[src/ccsh_pkg.sv]
// shared constants, types and decode for the common status command handler
package ccsh_pkg;

  // bus geometry
  localparam int ADDR_W = 8;
  localparam int DATA_W = 32;

  // register byte offsets
  localparam logic [7:0] OFF_CMD = 8'h00;  // command word, write starts it
  localparam logic [7:0] OFF_RESP = 8'h04; // last query answer
  localparam logic [7:0] OFF_STAT = 8'h08; // status byte and block state
  localparam logic [7:0] OFF_ESRV = 8'h0C; // event register, no clear
  localparam logic [7:0] OFF_ESE = 8'h10;  // event enable mask view
  localparam logic [7:0] OFF_IRQS = 8'h14; // interrupt status, write 1 clear
  localparam logic [7:0] OFF_IRQM = 8'h18; // interrupt mask
  localparam logic [7:0] OFF_QUES = 8'h1C; // questionable event register
  localparam logic [7:0] OFF_OPER = 8'h20; // operation event register

  // command word fields
  localparam int CMD_OP_LSB = 0;
  localparam int CMD_OP_W = 8;
  localparam int CMD_ARG_LSB = 8;
  localparam int CMD_ARG_W = 16;
  localparam int VEND_BIT = 7; // set: vendor spelling of the same command

  // command codes, low seven bits of the opcode
  localparam logic [6:0] CODE_CLS = 7'h01;
  localparam logic [6:0] CODE_DCL = 7'h02;
  localparam logic [6:0] CODE_ESE_W = 7'h03;
  localparam logic [6:0] CODE_ESE_Q = 7'h04;
  localparam logic [6:0] CODE_ESR_Q = 7'h05;
  localparam logic [6:0] CODE_GTL = 7'h06;
  localparam logic [6:0] CODE_IDN = 7'h07;
  localparam logic [6:0] CODE_LLO = 7'h08;
  localparam logic [6:0] CODE_OPC = 7'h09;
  localparam logic [6:0] CODE_RST = 7'h0A;
  localparam logic [6:0] CODE_JUMP = 7'h0B;

  // event register bits
  localparam int ESR_W = 8;
  localparam int ESR_OPC = 0;
  localparam int ESR_RQC = 1;
  localparam int ESR_QYE = 2;
  localparam int ESR_DDE = 3;
  localparam int ESR_EXE = 4;
  localparam int ESR_CME = 5;
  localparam int ESR_PON = 7;
  localparam logic [15:0] ESE_MAX = 16'h00FF;

  // status byte bits
  localparam int STB_EAV = 2;
  localparam int STB_QUES = 3;
  localparam int STB_MAV = 4;
  localparam int STB_ESB = 5;
  localparam int STB_OPER = 7;

  // status register layout above the status byte
  localparam int STAT_LOCK = 8;
  localparam int STAT_BUSY = 9;
  localparam int STAT_OPCP = 10;
  localparam int STAT_ERR_LSB = 12;
  localparam int STAT_CUR_LSB = 16;

  // interrupt sources
  localparam int IRQ_W = 4;
  localparam int IRQ_RESP = 0;
  localparam int IRQ_CERR = 1;
  localparam int IRQ_JUMP = 2;
  localparam int IRQ_OPC = 3;

  // identity fields
  localparam int ID_AW = 2;
  localparam logic [15:0] ID_LAST = 16'h0003;

  typedef enum logic [3:0] {
    ACT_CLS, ACT_DCL, ACT_ESE_W, ACT_ESE_Q, ACT_ESR_Q, ACT_GTL,
    ACT_IDN, ACT_LLO, ACT_OPC, ACT_RST, ACT_JUMP, ACT_BAD
  } ccsh_act_t;

  typedef enum logic [2:0] {
    ST_IDLE = 3'b001,
    ST_EXEC = 3'b010,
    ST_ROM = 3'b100
  } ccsh_state_t;

  // star and vendor spellings differ only in the vendor bit
  function automatic ccsh_act_t ccsh_act_of(input logic [7:0] op);
    case (op[6:0])
      CODE_CLS: return ACT_CLS;
      CODE_DCL: return ACT_DCL;
      CODE_ESE_W: return ACT_ESE_W;
      CODE_ESE_Q: return ACT_ESE_Q;
      CODE_ESR_Q: return ACT_ESR_Q;
      CODE_GTL: return ACT_GTL;
      CODE_IDN: return ACT_IDN;
      CODE_LLO: return ACT_LLO;
      CODE_OPC: return ACT_OPC;
      CODE_RST: return ACT_RST;
      CODE_JUMP: return ACT_JUMP;
      default: return ACT_BAD;
    endcase
  endfunction

endpackage

[src/ccsh_top.sv]
// common status command interpreter with event reporting and apb registers
// Operation
// step jump moves execution cursor to argument
// star and vendor forms act identically
// clear status empties queue and events
// device clear restores default state
// enable mask 0-255 stored and queryable
// enabled events ORed into status bit 5
// enable mask survives reset, cleared at power
// event query returns register then clears it
// event register records the seven conditions
// go-to-local releases front panel lock
// local lockout locks front panel
// identity gives four fields in order
// operation complete sets bit 0 when idle
// summary bit follows register and mask
`timescale 1ns/10ps
module ccsh_top
  import ccsh_pkg::*;
#(
  parameter int STEP_W = 8, // cursor width
  parameter int MAX_STEP = 25, // highest valid step number
  parameter int ERRQ_W = 4 // error queue depth counter width
) (
  input wire logic core_clk_i, // system clock, 25 MHz
  input wire logic rst_n_i, // power-on reset, active low
  input wire logic psel_i, // apb select
  input wire logic penable_i, // apb enable
  input wire logic pwrite_i, // apb direction
  input wire logic [ADDR_W-1:0] paddr_i, // apb byte address
  input wire logic [DATA_W-1:0] pwdata_i, // apb write data
  output logic [DATA_W-1:0] prdata_o, // apb read data
  output logic pready_o, // apb ready
  output logic pslverr_o, // apb error
  input wire logic ops_pending_i, // overlapped operations still running
  input wire logic dev_err_i, // device dependent error pulse
  input wire logic req_ctrl_i, // request control pulse
  input wire logic instr_pending_i, // sequence waits for user input
  input wire logic [7:0] ques_set_i, // questionable event pulses
  input wire logic [7:0] oper_set_i, // operation event pulses
  output logic [STEP_W-1:0] step_cursor_o, // sequence cursor
  output logic step_jump_o, // cursor moved, one cycle
  output logic panel_lock_o, // front panel locked out
  output logic dev_clear_o, // return to default state, one cycle
  output logic summary_o, // event summary bit
  output logic irq_o // level interrupt
);
  if (STEP_W < 1 || STEP_W > CMD_ARG_W || MAX_STEP >= 2**STEP_W
      || ERRQ_W < 1 || ERRQ_W > 4)
  begin : g_chk
    $error("ccsh_top: step or error queue parameters out of range");
  end

  localparam logic [15:0] MAX_STEP_L = 16'(MAX_STEP);
  localparam logic [ERRQ_W-1:0] ERRQ_FULL = '1;

  ccsh_state_t state_q; // command engine state
  logic [7:0] op_q; // latched opcode
  logic [15:0] arg_q; // latched argument
  ccsh_act_t act; // decoded action of the latched opcode
  logic exec; // engine executes this cycle
  logic acc; // apb access completes this cycle
  logic is_wr; // completing write
  logic is_rd; // completing read
  logic rd_err; // setup of an access that will be refused
  logic cmd_wr; // accepted command write
  logic [DATA_W-1:0] rdata_d; // read mux
  logic [ESR_W-1:0] esr_q; // standard event register
  logic [ESR_W-1:0] esr_set; // events this cycle
  logic [7:0] ese_q; // event enable mask
  logic [7:0] ques_q; // questionable events
  logic [7:0] oper_q; // operation events
  logic [DATA_W-1:0] resp_q; // query answer
  logic resp_vld_q; // answer waiting
  logic [DATA_W-1:0] rom_data; // identity field
  logic opc_pend_q; // operation complete armed
  logic pon_q; // first cycle after power-on
  logic [ERRQ_W-1:0] err_cnt_q; // error queue fill
  logic [IRQ_W-1:0] irq_stat_q; // sticky interrupt sources
  logic [IRQ_W-1:0] irq_mask_q; // interrupt enables
  logic [IRQ_W-1:0] irq_set; // interrupt events
  logic ev_cme; // unknown command
  logic ev_exe; // argument refused
  logic ev_qye; // answer read when none waits
  logic opc_done; // operation complete fires
  logic jump_ok; // jump argument accepted
  logic cls; // clear status this cycle
  logic [7:0] stb; // status byte

  // apb handshake terms
  assign acc = psel_i & penable_i & pready_o;
  assign is_wr = acc & pwrite_i;
  assign is_rd = acc & ~pwrite_i;
  assign cmd_wr = is_wr & (paddr_i == OFF_CMD) & ~pslverr_o;

  // engine terms
  assign exec = (state_q == ST_EXEC);
  assign act = ccsh_act_of(op_q);
  assign cls = exec & (act == ACT_CLS);
  assign jump_ok = (arg_q <= MAX_STEP_L) & ~instr_pending_i;
  assign ev_cme = exec & (act == ACT_BAD);
  // range breaches and blocked jumps are execution errors
  assign ev_exe = exec & (((act == ACT_ESE_W) & (arg_q > ESE_MAX))
                  | ((act == ACT_JUMP) & ~jump_ok)
                  | ((act == ACT_IDN) & (arg_q > ID_LAST)));
  assign ev_qye = is_rd & (paddr_i == OFF_RESP) & ~resp_vld_q;
  assign opc_done = opc_pend_q & ~ops_pending_i;

  // conditions recorded by the event register
  always_comb
  begin
    esr_set = '0;
    esr_set[ESR_OPC] = opc_done;
    esr_set[ESR_RQC] = req_ctrl_i;
    esr_set[ESR_QYE] = ev_qye;
    esr_set[ESR_DDE] = dev_err_i;
    esr_set[ESR_EXE] = ev_exe;
    esr_set[ESR_CME] = ev_cme;
    esr_set[ESR_PON] = pon_q;
  end

  // status byte assembled from the summaries
  always_comb
  begin
    stb = '0;
    stb[STB_EAV] = (err_cnt_q != '0);
    stb[STB_QUES] = |ques_q;
    stb[STB_MAV] = resp_vld_q;
    stb[STB_ESB] = summary_o;
    stb[STB_OPER] = |oper_q;
  end

  // read mux, sampled when ready goes high
  always_comb
  begin
    rdata_d = '0;
    case (paddr_i)
      OFF_RESP: rdata_d = resp_q;
      OFF_STAT:
      begin
        rdata_d[7:0] = stb;
        rdata_d[STAT_LOCK] = panel_lock_o;
        rdata_d[STAT_BUSY] = ~(state_q == ST_IDLE);
        rdata_d[STAT_OPCP] = opc_pend_q;
        rdata_d[STAT_ERR_LSB +: ERRQ_W] = err_cnt_q;
        rdata_d[STAT_CUR_LSB +: STEP_W] = step_cursor_o;
      end
      OFF_ESRV: rdata_d[ESR_W-1:0] = esr_q;
      OFF_ESE: rdata_d[7:0] = ese_q;
      OFF_IRQS: rdata_d[IRQ_W-1:0] = irq_stat_q;
      OFF_IRQM: rdata_d[IRQ_W-1:0] = irq_mask_q;
      OFF_QUES: rdata_d[7:0] = ques_q;
      OFF_OPER: rdata_d[7:0] = oper_q;
      default: rdata_d = '0; // command word reads as zero
    endcase
  end

  // refused: unmapped address, or command while the engine is busy
  assign rd_err = ~((paddr_i == OFF_CMD) | (paddr_i == OFF_RESP)
                  | (paddr_i == OFF_STAT) | (paddr_i == OFF_ESRV)
                  | (paddr_i == OFF_ESE) | (paddr_i == OFF_IRQS)
                  | (paddr_i == OFF_IRQM) | (paddr_i == OFF_QUES)
                  | (paddr_i == OFF_OPER))
                  | (pwrite_i & (paddr_i == OFF_CMD)
                     & ~(state_q == ST_IDLE));

  // apb answer one cycle into the access phase
  always_ff @(posedge core_clk_i)
  begin
    if (!rst_n_i)
    begin
      pready_o <= 1'b0;
      pslverr_o <= 1'b0;
      prdata_o <= '0;
    end
    else if (psel_i & penable_i & ~pready_o)
    begin
      pready_o <= 1'b1;
      pslverr_o <= rd_err;
      prdata_o <= rdata_d;
    end
    else
    begin
      pready_o <= 1'b0;
      pslverr_o <= 1'b0;
    end
  end

  // command engine: capture, execute, wait on the identity store
  always_ff @(posedge core_clk_i)
  begin
    if (!rst_n_i)
    begin
      state_q <= ST_IDLE;
      op_q <= '0;
      arg_q <= '0;
    end
    else
    begin
      case (state_q)
        ST_IDLE:
          if (cmd_wr)
          begin
            op_q <= pwdata_i[CMD_OP_LSB +: CMD_OP_W];
            arg_q <= pwdata_i[CMD_ARG_LSB +: CMD_ARG_W];
            state_q <= ST_EXEC;
          end
        ST_EXEC:
          if (act == ACT_IDN && !ev_exe)
            state_q <= ST_ROM; // store answers one cycle later
          else
            state_q <= ST_IDLE;
        ST_ROM: state_q <= ST_IDLE;
        default: state_q <= ST_IDLE;
      endcase
    end
  end

  // identity field store, indexed by the argument
  ccsh_id_rom u_id_rom (
    .core_clk_i(core_clk_i),
    .rst_n_i(rst_n_i),
    .addr_i(arg_q[ID_AW-1:0]),
    .data_o(rom_data)
  );

  // standard event register, cleared by status clear or by its query
  ccsh_evt_reg #(.W(ESR_W)) u_esr (
    .core_clk_i(core_clk_i),
    .rst_n_i(rst_n_i),
    .set_i(esr_set),
    .clr_i(cls | (exec & (act == ACT_ESR_Q))),
    .evt_o(esr_q)
  );

  // questionable and operation registers, cleared by status clear
  ccsh_evt_reg #(.W(8)) u_ques (
    .core_clk_i(core_clk_i),
    .rst_n_i(rst_n_i),
    .set_i(ques_set_i),
    .clr_i(cls),
    .evt_o(ques_q)
  );

  ccsh_evt_reg #(.W(8)) u_oper (
    .core_clk_i(core_clk_i),
    .rst_n_i(rst_n_i),
    .set_i(oper_set_i),
    .clr_i(cls),
    .evt_o(oper_q)
  );

  // power-on flag raises the power-on event once
  always_ff @(posedge core_clk_i)
  begin
    if (!rst_n_i)
      pon_q <= 1'b1;
    else
      pon_q <= 1'b0;
  end

  // enable mask: only power-on clears it, reset commands leave it
  always_ff @(posedge core_clk_i)
  begin
    if (!rst_n_i)
      ese_q <= '0;
    else if (exec & (act == ACT_ESE_W) & ~ev_exe)
      ese_q <= arg_q[7:0];
  end

  // summary recomputed every cycle from register and mask
  always_ff @(posedge core_clk_i)
  begin
    if (!rst_n_i)
      summary_o <= 1'b0;
    else
      summary_o <= |(esr_q & ese_q);
  end

  // query answers; a read of the answer word consumes it
  always_ff @(posedge core_clk_i)
  begin
    if (!rst_n_i)
    begin
      resp_q <= '0;
      resp_vld_q <= 1'b0;
    end
    else if (exec & (act == ACT_ESE_Q))
    begin
      resp_q <= {24'h000000, ese_q};
      resp_vld_q <= 1'b1;
    end
    else if (exec & (act == ACT_ESR_Q))
    begin
      resp_q <= {24'h000000, esr_q};
      resp_vld_q <= 1'b1;
    end
    else if (state_q == ST_ROM)
    begin
      resp_q <= rom_data;
      resp_vld_q <= 1'b1;
    end
    else if ((exec & (act == ACT_DCL)) | (is_rd & (paddr_i == OFF_RESP)))
      resp_vld_q <= 1'b0;
  end

  // front panel lock
  always_ff @(posedge core_clk_i)
  begin
    if (!rst_n_i)
      panel_lock_o <= 1'b0;
    else if (exec & (act == ACT_LLO))
      panel_lock_o <= 1'b1;
    else if (exec & ((act == ACT_GTL) | (act == ACT_DCL) | (act == ACT_RST)))
      panel_lock_o <= 1'b0;
  end

  // sequence cursor and jump pulse
  always_ff @(posedge core_clk_i)
  begin
    if (!rst_n_i)
    begin
      step_cursor_o <= '0;
      step_jump_o <= 1'b0;
    end
    else
    begin
      step_jump_o <= exec & (act == ACT_JUMP) & jump_ok;
      if (exec & (act == ACT_JUMP) & jump_ok)
        step_cursor_o <= arg_q[STEP_W-1:0];
      else if (exec & ((act == ACT_DCL) | (act == ACT_RST)))
        step_cursor_o <= '0;
    end
  end

  // device clear pulse and operation complete arming
  always_ff @(posedge core_clk_i)
  begin
    if (!rst_n_i)
    begin
      dev_clear_o <= 1'b0;
      opc_pend_q <= 1'b0;
    end
    else
    begin
      dev_clear_o <= exec & (act == ACT_DCL);
      if (exec & (act == ACT_OPC))
        opc_pend_q <= 1'b1;
      else if (opc_done | (exec & ((act == ACT_DCL) | (act == ACT_RST))))
        opc_pend_q <= 1'b0;
    end
  end

  // error queue fill, saturating; status clear empties it
  always_ff @(posedge core_clk_i)
  begin
    if (!rst_n_i)
      err_cnt_q <= '0;
    else if (cls)
      err_cnt_q <= '0;
    else if ((ev_cme | ev_exe | ev_qye) & (err_cnt_q != ERRQ_FULL))
      err_cnt_q <= err_cnt_q + 1'b1;
  end

  // interrupt status, mask and output; a new event beats a clear
  assign irq_set = {opc_done, step_jump_o, ev_cme | ev_exe, state_q == ST_ROM
                    || (exec & ((act == ACT_ESE_Q) | (act == ACT_ESR_Q)))};
  always_ff @(posedge core_clk_i)
  begin
    if (!rst_n_i)
    begin
      irq_stat_q <= '0;
      irq_mask_q <= '0;
      irq_o <= 1'b0;
    end
    else
    begin
      if (is_wr & (paddr_i == OFF_IRQS))
        irq_stat_q <= (irq_stat_q & ~pwdata_i[IRQ_W-1:0]) | irq_set;
      else
        irq_stat_q <= irq_stat_q | irq_set;
      if (is_wr & (paddr_i == OFF_IRQM))
        irq_mask_q <= pwdata_i[IRQ_W-1:0];
      irq_o <= |(irq_stat_q & irq_mask_q);
    end
  end
endmodule

[src/ccsh_evt_reg.sv]
// sticky event register, a new event wins over a clear in the same cycle
`timescale 1ns/10ps
module ccsh_evt_reg #(
  parameter int W = 8 // register width
) (
  input wire logic core_clk_i, // system clock
  input wire logic rst_n_i, // synchronous reset, active low
  input wire logic [W-1:0] set_i, // event pulses
  input wire logic clr_i, // clear all bits
  output logic [W-1:0] evt_o // latched events
);
  if (W < 1)
  begin : g_chk
    $error("ccsh_evt_reg: width must be at least one");
  end

  // set wins over clear so an event on the clear cycle survives
  always_ff @(posedge core_clk_i)
  begin
    if (!rst_n_i)
      evt_o <= '0;
    else if (clr_i)
      evt_o <= set_i;
    else
      evt_o <= evt_o | set_i;
  end
endmodule

[src/ccsh_id_rom.sv]
// identity field store with registered read data
`timescale 1ns/10ps
module ccsh_id_rom
  import ccsh_pkg::*;
#(
  parameter logic [31:0] MFR_CODE = 32'h4E455554, // arbitrary value
  parameter logic [31:0] MODEL_CODE = 32'h00000A01, // arbitrary value
  parameter logic [31:0] SERIAL_NUM = 32'h00001234, // arbitrary value
  parameter logic [31:0] FW_REV = 32'h00010000 // arbitrary value
) (
  input wire logic core_clk_i, // system clock
  input wire logic rst_n_i, // synchronous reset, active low
  input wire logic [ID_AW-1:0] addr_i, // field index
  output logic [DATA_W-1:0] data_o // field word, one cycle later
);
  logic [DATA_W-1:0] rom [2**ID_AW]; // fields in answer order

  // fields in answer order: maker, model, serial, firmware
  assign rom[0] = MFR_CODE;
  assign rom[1] = MODEL_CODE;
  assign rom[2] = SERIAL_NUM;
  assign rom[3] = FW_REV;

  // registered read port
  always_ff @(posedge core_clk_i)
  begin
    if (!rst_n_i)
      data_o <= '0;
    else
      data_o <= rom[addr_i];
  end
endmodule

[config.mk]
export PLATFORM = sky130hd
export DESIGN_NAME = ccsh_top
export DESIGN_NICKNAME = d
export VERILOG_FILES = /design/src/ccsh_pkg.sv /design/src/ccsh_top.sv /design/src/ccsh_evt_reg.sv /design/src/ccsh_id_rom.sv
export SDC_FILE = /design/constraint.sdc
export NUM_CORES = 1
export LEC_CHECK = 0
export ABC_AREA = 1
export ABC_CLOCK_PERIOD_IN_PS = 6060
export BUFFER_PORTS_ARGS = -buffer_cell sky130_fd_sc_hd__buf_4
export CELL_PAD_IN_SITES_DETAIL_PLACEMENT = 0
export CELL_PAD_IN_SITES_GLOBAL_PLACEMENT = 1
export CORE_MARGIN = 2
export CORE_UTILIZATION = 35
export CTS_BUF_LIST = sky130_fd_sc_hd__clkbuf_8
export DETAILED_ROUTE_END_ITERATION = 16
export HOLD_SLACK_MARGIN = 0.15
export PLACE_DENSITY_LB_ADDON = 0.2
export SLEW_MARGIN = 20
export SYNTH_ARGS = -nofsm -noshare
export SYNTH_HDL_FRONTEND = slang
export SYNTH_SLANG_ARGS = --single-unit
[constraint.sdc]
create_clock -name core_clk_i -period 6.06 [get_ports core_clk_i]
set_input_delay 1.212 -clock core_clk_i [delete_from_list [all_inputs] [get_ports core_clk_i]]
set_output_delay 1.212 -clock core_clk_i [all_outputs]
set_load 0.02 [all_outputs]
==> results.sh, run 1 <==
export IMPL_switching_share_pct=23.6
export IMPL_overflow=0
export IMPL_dr_pass1_iters=5
export IMPL_syn_avg_cell_area_um2=7.34
export IMPL_vias=5302
export IMPL_min_period_ps=3570
export IMPL_grt_first_pass_wirelength_um=26300
export IMPL_synth_top_cell_area_share_pct=45.7
export IMPL_synth_largest_area_cell="dfxtp_1"
export IMPL_core_mm2=0.0165
export IMPL_timing_fmax_ghz=0.280
export IMPL_postRouteAntennaNets=0
export IMPL_postLayoutCellArea_mm2=0.00719
export IMPL_fin_skew_ps=9.03
export IMPL_clockBufferDepth=2
export IMPL_clock_latency_ps=440
export IMPL_drt_wl_total_um=16300
export IMPL_synth_cell_types=45
export IMPL_place_area_mm2=0.00680
export IMPL_power_switching_mw=0.418
export IMPL_critical_path_endpoint_type="register"
export IMPL_cts_buffers=17
export IMPL_postCtsHoldBufs=0
export IMPL_drive_above_1_share_pct=18.7
export IMPL_p_leak_nw=3.23
export IMPL_fin_util_pct=43.5
export IMPL_rows=47
export IMPL_cts_sinks=135
export IMPL_yosys_warnings=0
export IMPL_clk_pin_slew_ps=70
export IMPL_cts_tree="yes"
export IMPL_grt_pass1_vias=5069
export IMPL_clockRootBuffer="clkbuf_8"
export IMPL_drt_met1_wl_um=8050
export IMPL_hold_viol=0
export IMPL_fin_nets=969
export IMPL_crit_fanout=31
export IMPL_power_frac_seq_pct=52.0
export IMPL_final_setup_viol_count=0
export IMPL_areaGrowthSynthToFinish_pct=21.6
export IMPL_drtIter0Drc=272
export IMPL_hpwl_um=12100
export IMPL_tightest_slew_ps=845
export IMPL_p_per_area_mw_per_mm2=246
export IMPL_tns_ps=0
export IMPL_ys_seq_area_share_pct=45.7
export IMPL_synth_area_leaders="dfxtp_1, nand2_1, o21ai_0"
export IMPL_ir_worst_vdd_mv=0.128
export IMPL_synth_edf_count=0
export IMPL_slew_headroom_pct=43.6
export IMPL_status="complete, no violations"
export IMPL_gr_usage_all_layers_pct=18.7
export IMPL_max_cap_violations=0
export IMPL_h_tree_depth=4
export IMPL_pwr_share_clk_pct=41.0
export IMPL_final_common_cell="nand2_1"
export IMPL_dr_wl_met2_um=7430
export IMPL_cts_resized=0
export IMPL_critPathArrivalTime_ps=3900
export IMPL_n_antenna_cell=0
export IMPL_viasPerCell=4.70
export IMPL_syn_area_mm2=0.00591
export IMPL_cts_setup_buffers=0
export IMPL_grt_antenna_before_repair=0
export IMPL_die_w_um=134
export IMPL_met3_length_um=563
export IMPL_synthCells=806
export IMPL_post_route_drc_count=0
export IMPL_portBuffers=98
export IMPL_p_int_mw=1.35
export IMPL_rsz0062_at_grt="false"
export IMPL_dieHeight_um=134
export IMPL_gp_congestion=0.850
export IMPL_pin_count=112
export IMPL_slew_violations=0
export IMPL_die_area_mm2=0.0180
export IMPL_required_ps=6390
export IMPL_startpoint_type="input port"
export IMPL_ys_flop_type="dfxtp_1"
export IMPL_layout_worst_path_cycle_share_pct=58.9
export IMPL_async_reset_ff_share_pct=0
export IMPL_layout_common_cells="nand2_1, dfxtp_1, inv_1, buf_4, o21ai_0"
export IMPL_grt_max_degree=81
export IMPL_start_util_pct=35.8
export IMPL_yosys_register_bits=135
export IMPL_hold_path_class="register to register"
export IMPL_wire_per_inst_um=14.5
export IMPL_maxUsedRoutingLayer="met4"
export IMPL_p_comb_share_pct=7.0
export IMPL_worstSetupPathType="input port to register"
==> sequential cells by signal (all words and copies together), names as in the netlist, 3 cells and up, named ones only <==
name / cells
prdata_o: 25
arg_q: 16
resp_q: 13
ese_q: 8
step_cursor_o: 8
u_oper.evt_o: 8
u_ques.evt_o: 8
op_q: 7
u_esr.evt_o: 7
u_id_rom.data_o: 6
err_cnt_q: 4
irq_mask_q: 4
irq_stat_q: 4
state_q: 3
==> layer usage <==
metal | global-route usage (%) | vias up
met5 | 0 | -
met4 | 7.62 | 0
met3 | 3.70 | 12
met2 | 29.9 | 100
met1 | 24.8 | 2401
li1 | - | 2789
==> synthesized netlist by cell type (2+ instances only) <==
library cell / instances
o211ai_1: 4
nand3_1: 32
inv_2: 5
nand4_1: 5
o221ai_1: 5
nand2_2: 5
buf_4: 8
o21ai_0: 80
inv_1: 103
a31oi_1: 5
ha_1: 8
nor2_4: 4
o22ai_1: 11
a41oi_1: 2
nor2_2: 6
nand3b_1: 3
a21oi_1: 65
nor3_1: 8
nand3_4: 2
nand2_1: 168
nor2_1: 79
dfxtp_1: 135
o21ai_1: 7
nor3_2: 2
buf_2: 10
nand3_2: 7
or2_2: 4
buf_1: 2
clkbuf_1: 14
a211oi_1: 2
==> through the flow <==
step                cells  hold WS, ps  setup WS, ps  power, mW
floorplan             809          413          3110       1.00
global placement     1097          417          2040       1.06
detailed placement   1097          429          1980       1.06
CTS                  1129          452          2460       1.79
global route         1129          463          2130       1.84
finish               1129          441          2490       1.77
==> area by class of cell <==
class | instances | area, µm²
Fill cell | 1768 | 9340
Sequential cell | 135 | 2700
Multi-Input combinational cell | 530 | 2640
Timing Repair Buffer | 102 | 766
Inverter | 110 | 415
Clock buffer | 20 | 275
Tap cell | 220 | 275
Clock inverter | 12 | 111
==> worst max-delay path, stage by stage <==
cell and delay, ps:
buf_4 110, nor2_1 160, nand3_2 150, nor2_2 180, nand3_2 530, inv_2 460
or2_2 170, o211ai_1 170, ha_1 300, or2_2 290, nand3_1 90, nand3_1 70
==> power by group through the flow <==
stage	registers [mW]	clock network [mW]	logic, mW
floorplan	0.947	0	0.0562
global placement	0.939	0	0.123
detailed placement	0.939	0	0.124
CTS	0.919	0.750	0.125
global route	0.921	0.785	0.136
finish	0.919	0.725	0.124
==> path summary, 6_finish.rpt <==
check                                      end  cells after the start        from  slack (ps)
worst min register to register  u_esr.evt_o[7]                      2       pon_q         440
worst max-delay path                  register                     12  paddr_i[7]        2490
worst max register to register        register                      9  state_q[1]        2640
worst min-delay path            u_esr.evt_o[7]                      2       pon_q         440
==> cell families after synthesis <==
| kind of cell | synth area share [%] |
|---|---|
| compound gates | 17.4 |
| xor+xnor | 0.296 |
| fa+ha+maj | 1.69 |
| simple gates | 24.9 |
| buf+inv | 9.90 |
| flops | 45.7 |
| other cells | 0.0634 |
Note: power is estimated with default switching activity, not from simulation.
==> run 2: changes to the inputs <==
--- a/config.mk
+++ b/config.mk
@@ -5,8 +5,8 @@
 export SDC_FILE = /design/constraint.sdc
 export NUM_CORES = 1
 export LEC_CHECK = 0
-export ABC_AREA = 1
-export ABC_CLOCK_PERIOD_IN_PS = 6060
+export ABC_AREA = 0
+export ABC_CLOCK_PERIOD_IN_PS = 3200
 export BUFFER_PORTS_ARGS = -buffer_cell sky130_fd_sc_hd__buf_4
 export CELL_PAD_IN_SITES_DETAIL_PLACEMENT = 0
 export CELL_PAD_IN_SITES_GLOBAL_PLACEMENT = 1
==> constraint.sdc (replaced) <==
create_clock -name core_clk_i -period 3.2 [get_ports core_clk_i]
set_input_delay 0.64 -clock core_clk_i [delete_from_list [all_inputs] [get_ports core_clk_i]]
set_output_delay 0.64 -clock core_clk_i [all_outputs]
set_load 0.02 [all_outputs]
==> results.sh, run 2 <==
export IMPL_synth_cell_types=63
export IMPL_synth_largest_area_cell="dfxtp_1"
export IMPL_cts_resized=0
export IMPL_post_route_drc_count=0
export IMPL_core_mm2=0.0160
export IMPL_yosys_register_bits=135
export IMPL_final_setup_viol_count=0
export IMPL_grt_antenna_before_repair=0
export IMPL_place_area_mm2=0.00671
export IMPL_portBuffers=98
export IMPL_hold_viol=0
export IMPL_cp_slowest_cell="or3b_1"
export IMPL_h_tree_depth=4
export IMPL_n_antenna_cell=0
export IMPL_gr_usage_all_layers_pct=20.8
export IMPL_yosys_warnings=0
export IMPL_rows=46
export IMPL_overflow=0
export IMPL_postCtsHoldBufs=0
export IMPL_dr_pass1_iters=5
export IMPL_cts_buffers=17
export IMPL_clockBufferDepth=2
export IMPL_fin_skew_ps=10.8
export IMPL_largest_register_ffs=25
export IMPL_grt_max_degree=45
export IMPL_critical_path_endpoint_type="register"
export IMPL_start_util_pct=36.1
export IMPL_synth_edf_count=0
export IMPL_tns_ps=0
export IMPL_async_reset_ff_share_pct=0
export IMPL_viasPerCell=5.30
export IMPL_layout_common_cells="dfxtp_1, buf_4, nand2_1, a21oi_1, nor2_1"
export IMPL_areaGrowthSynthToFinish_pct=22.6
export IMPL_clockRootBuffer="clkbuf_8"
export IMPL_die_area_mm2=0.0175
export IMPL_syn_area_mm2=0.00578
export IMPL_worstSetupPathType="register to register"
export IMPL_hpwl_um=13600
export IMPL_slew_violations=0
export IMPL_yosysMostFrequentCell="dfxtp_1"
export IMPL_r2r_start="state_q[0]"
export IMPL_drtIter0Drc=329
export IMPL_status="complete, no violations"
export IMPL_required_ps=3520
export IMPL_largestRegisters="prdata_o (25), arg_q (16), resp_q (13)"
export IMPL_clock_latency_ps=450
export IMPL_pin_count=112
export IMPL_gp_congestion=0.874
export IMPL_worstHoldPathCells=2
export IMPL_tightest_slew_ps=700
export IMPL_critPathMaxStageDelay_ps=550
export IMPL_largest_register="prdata_o"
export IMPL_cts_sinks=135
export IMPL_drt_wl_total_um=17800
export IMPL_die_w_um=132
export IMPL_min_period_ps=2450
export IMPL_holdPathEnd="u_ques.evt_o[0]"
export IMPL_slew_headroom_pct=53.0
export IMPL_startpoint_type="register"
export IMPL_startpoint="state_q[0]"
export IMPL_crit_fanout=21
export IMPL_clk_pin_slew_ps=70
export IMPL_dieHeight_um=132
export IMPL_hold_start="ques_set_i[0]"
export IMPL_timing_fmax_ghz=0.409
export IMPL_vias=5238
export IMPL_grt_first_pass_wirelength_um=28400
export IMPL_fin_nets=838
export IMPL_hold_path_class="input port to register"
export IMPL_postLayoutCellArea_mm2=0.00708
export IMPL_cts_setup_buffers=0
export IMPL_max_cap_violations=0
export IMPL_synthCells=676
export IMPL_cts_tree="yes"
export IMPL_rr_worst_depth=6
export IMPL_p_leak_nw=2.72
export IMPL_p_per_area_mw_per_mm2=480
export IMPL_postRouteAntennaNets=0
export IMPL_synth_common_cells="dfxtp_1, nand2_1, a21oi_1"
export IMPL_fin_util_pct=44.3
export IMPL_drive_above_1_share_pct=20.2
export IMPL_synth_area_leaders="dfxtp_1, nand2_1, a21oi_1"
export IMPL_ir_worst_vdd_mv=0.269
export IMPL_final_common_cell="dfxtp_1"
export IMPL_critPathArrivalTime_ps=2770
export IMPL_ys_seq_area_share_pct=46.8
export IMPL_grt_pass1_vias=5078
export IMPL_layout_worst_path_cycle_share_pct=76.4
export IMPL_rsz0062_at_grt="false"
export IMPL_synth_top_cell_area_share_pct=46.8
export IMPL_wire_per_inst_um=18.0
export IMPL_syn_avg_cell_area_um2=8.54
export IMPL_path_cells="or3b_1 > nor4_4 > buf_4 > mux2_4 > nor2b_2 > a22oi_1"
export IMPL_reg2reg_slack_ps=750
export IMPL_ys_flop_type="dfxtp_1"
-- run 2: worst max-delay path by stage --
| stage | endpoint | slack (ps) | depth (start not counted) |
|---|---|---|---|
| 2_1_floorplan | register | 550 | 11 |
| 3_3_place_gp | register | 530 | 8 |
| 3_5_place_dp | register | 470 | 8 |
| 4_1_cts | register | 740 | 6 |
| 5_1_grt | err_cnt_q[3] | 560 | 8 |
| 6_report | register | 750 | 6 |
-- run 2: logic make-up (layout without fill, tap and decap cells) --
group | Yosys count | after routing | synth area share [%]
AO/OA/AOI/OAI | 180 | 180 | 20.1
XOR/XNOR | 3 | 3 | 0.455
adder cells (fa/ha/maj) | 8 | 8 | 1.73
buffers and inverters | 58 | 152 | 4.33
flip-flops | 135 | 135 | 46.8
multiplexers | 19 | 19 | 3.68
other | 1 | 4 | 0.0649
AND/OR/NAND/NOR | 272 | 272 | 22.9
-- run 2: cell type report --
type / instances / area [µm²]
multi-input combinational: 486 / 2840
clock buffer: 19 / 262
tap: 216 / 270
fill: 1655 / 8920
clock inverter: 8 / 111
sequential: 135 / 2700
inverter: 14 / 52.6
timing repair buffer: 111 / 846
-- run 2: report_power, final --
group / internal (mW) / switching (mW) / total [mW] / leakage [nW]
Combinational: 0.113 / 0.141 / 0.254 / 1.42
Sequential: 1.72 / 0.0374 / 1.76 / 1.10
Clock: 0.779 / 0.609 / 1.39 / 0.203
Total: 2.61 / 0.787 / 3.40 / 2.72
-- run 2: stage by stage --
| step | power, mW | instances | hold WS [ps] | worst slack, ps |
|---|---|---|---|---|
| final | 3.40 | 989 | 410 | 755 |
| after global routing | 3.53 | 989 | 387 | 558 |
| after CTS | 3.43 | 989 | 388 | 737 |
| after detailed placement | 2.05 | 962 | 435 | 475 |
| after global placement | 2.04 | 962 | 420 | 527 |
| after floorplan | 1.91 | 679 | 413 | 550 |
-- run 2: worst max-delay path, delay by kind of cell (launching register included) --
family / cells / cell delay [ps]
buf+inv: 1 / 320
compound gates: 1 / 110
flops: 1 / 360
mux: 1 / 360
simple gates: 3 / 1180
-- run 2: layer usage --
| layer | track usage [%] | up-vias | part of all wire (%) |
|---|---|---|---|
| met5 | 0 | - | 0 |
| met4 | 5.44 | 0 | 1.2 |
| met3 | 4.44 | 18 | 4.8 |
| met2 | 33.7 | 135 | 47 |
| met1 | 28.1 | 2500 | 47 |
| li1 | - | 2585 | - |
==> run 3: changes to the inputs <==
--- a/config.mk
+++ b/config.mk
@@ -6,7 +6,7 @@
 export NUM_CORES = 1
 export LEC_CHECK = 0
 export ABC_AREA = 0
-export ABC_CLOCK_PERIOD_IN_PS = 3200
+export ABC_CLOCK_PERIOD_IN_PS = 2500
 export BUFFER_PORTS_ARGS = -buffer_cell sky130_fd_sc_hd__buf_4
 export CELL_PAD_IN_SITES_DETAIL_PLACEMENT = 0
 export CELL_PAD_IN_SITES_GLOBAL_PLACEMENT = 1
==> constraint.sdc (replaced) <==
create_clock -name core_clk_i -period 2.5 [get_ports core_clk_i]
set_input_delay 0.5 -clock core_clk_i [delete_from_list [all_inputs] [get_ports core_clk_i]]
set_output_delay 0.5 -clock core_clk_i [all_outputs]
set_load 0.02 [all_outputs]
==> results.sh, run 3 (same netlist as run 2, synthesis figures left out) <==
export IMPL_die_area_mm2=0.0175
export IMPL_rsz0062_at_grt="false"
export IMPL_cts_buffers=17
export IMPL_slew_violations=0
export IMPL_timing_fmax_ghz=0.422
export IMPL_grt_antenna_before_repair=0
export IMPL_die_w_um=132
export IMPL_cts_tree="yes"
export IMPL_tightest_slew_ps=682
export IMPL_rows=46
export IMPL_core_mm2=0.0160
export IMPL_startpoint_type="register"
export IMPL_crit_buf_inv=2
export IMPL_critPathArrivalTime_ps=2700
export IMPL_layout_worst_path_cycle_share_pct=94.7
export IMPL_p_leak_nw=2.81
export IMPL_drive_above_1_share_pct=23.2
export IMPL_cp_slowest_cell="or3b_4"
export IMPL_overflow=0
export IMPL_tns_ps=0
export IMPL_grt_first_pass_wirelength_um=28700
export IMPL_h_tree_depth=4
export IMPL_drtIter0Drc=230
export IMPL_clock_latency_ps=450
export IMPL_hold_viol=0
export IMPL_grt_max_degree=34
export IMPL_worstSetupPathType="register to register"
export IMPL_p_per_area_mw_per_mm2=598
export IMPL_grt_pass1_vias=5132
export IMPL_required_ps=2830
export IMPL_slew_headroom_pct=53.3
export IMPL_post_route_drc_count=0
export IMPL_final_common_cell="dfxtp_1"
export IMPL_ir_worst_vdd_mv=0.330
export IMPL_hold_path_class="input port to register"
export IMPL_largest_register="prdata_o"
export IMPL_dieHeight_um=132
export IMPL_drt_wl_total_um=18000
export IMPL_n_antenna_cell=0
export IMPL_pin_count=112
export IMPL_min_period_ps=2370
export IMPL_gr_usage_all_layers_pct=20.8
export IMPL_fin_skew_ps=9.05
export IMPL_fin_nets=859
export IMPL_clk_pin_slew_ps=80
export IMPL_largest_register_ffs=25
export IMPL_gp_congestion=0.863
export IMPL_viasPerCell=5.26
export IMPL_crit_fanout=4
export IMPL_clockBufferDepth=2
export IMPL_largestRegisters="prdata_o (25), arg_q (16), resp_q (13)"
export IMPL_vias=5334
export IMPL_critPathMaxStageDelay_ps=440
export IMPL_dr_pass1_iters=8
export IMPL_max_cap_violations=0
export IMPL_final_setup_viol_count=0
export IMPL_areaGrowthSynthToFinish_pct=25.4
export IMPL_portBuffers=98
export IMPL_status="complete, no violations"
export IMPL_wire_per_inst_um=17.7
export IMPL_postRouteAntennaNets=0
export IMPL_start_util_pct=36.1
export IMPL_hpwl_um=13600
export IMPL_path_cells="or3b_4 > buf_4 > nor4_4 > nand2_1 > a21oi_1 > inv_1 > ha_1 > nor2_1 > a32oi_1"
export IMPL_cts_sinks=135
export IMPL_fin_util_pct=45.3
export IMPL_cpLargestDelayFamily="simple AND/OR/NAND/NOR gates"
export IMPL_clockRootBuffer="clkbuf_8"
export IMPL_critical_path_endpoint_type="register"
export IMPL_layout_common_cells="dfxtp_1, buf_4, nand2_1, a21oi_1, nor2_1"
-- run 3: cell types whose count changed in the layout (fill, tap and decap cells not counted), sizes merged --
cell,previous run,this run
clkinvlp,0,2
buf,111,132
clkbuf,19,21
bufinv,3,1
inv,17,16
clkinv,2,6
-- run 3: layer usage --
| layer | track usage (%) | share of wire [%] |
|---|---|---|
| met5 | 0 | 0 |
| met1 | 28.8 | 49 |
| met2 | 33.0 | 46 |
| met4 | 7.17 | 1.9 |
| met3 | 3.56 | 3.4 |
-- run 3: worst paths after layout --
| check | start | endpoint | slack [ps] | cells past startpoint |
|---|---|---|---|---|
| worst max-delay path | state_q[0] | register | 130 | 9 |
| worst min-delay path | ques_set_i[2] | u_ques.evt_o[2] | 260 | 2 |
| worst max register to register | state_q[0] | register | 130 | 9 |
| worst min register to register | u_id_rom.data_o[9] | resp_q[9] | 440 | 2 |
-- run 3: what timing repair did --
item	4_1_cts	5_1_grt
setup endpoints to repair	0	2
hold buffers	0	0
buffers inserted	0	0
resized for setup	0	1
-- run 3: per-stage QoR --
step	cell area, µm²	hold slack, ps	worst slack [ps]	power [mW]	cells
after global placement	6850	419	39.4	2.63	983
after floorplan	5790	413	62.8	2.45	679
after detailed placement	6850	433	-80.9	2.63	983
final	7240	262	133	4.33	1015
after CTS	7240	236	62.1	4.39	1015
after global routing	7240	241	29.4	4.51	1015
-- run 3: final cells by class --
class / count / area [µm²]
Clock inverter: 11 / 98.8
Sequential cell: 135 / 2700
Multi-Input combinational cell: 486 / 2840
Tap cell: 216 / 270
Timing Repair Buffer: 132 / 991
Clock buffer: 21 / 289
Fill cell: 1666 / 8760
Inverter: 14 / 52.6
-- run 3: power breakdown --
part	switching, mW	total, mW	leakage (nW)	internal (mW)
Clock	0.860	1.75	0.199	0.889
Sequential	0.0458	2.25	1.10	2.20
Combinational	0.182	0.335	1.51	0.153
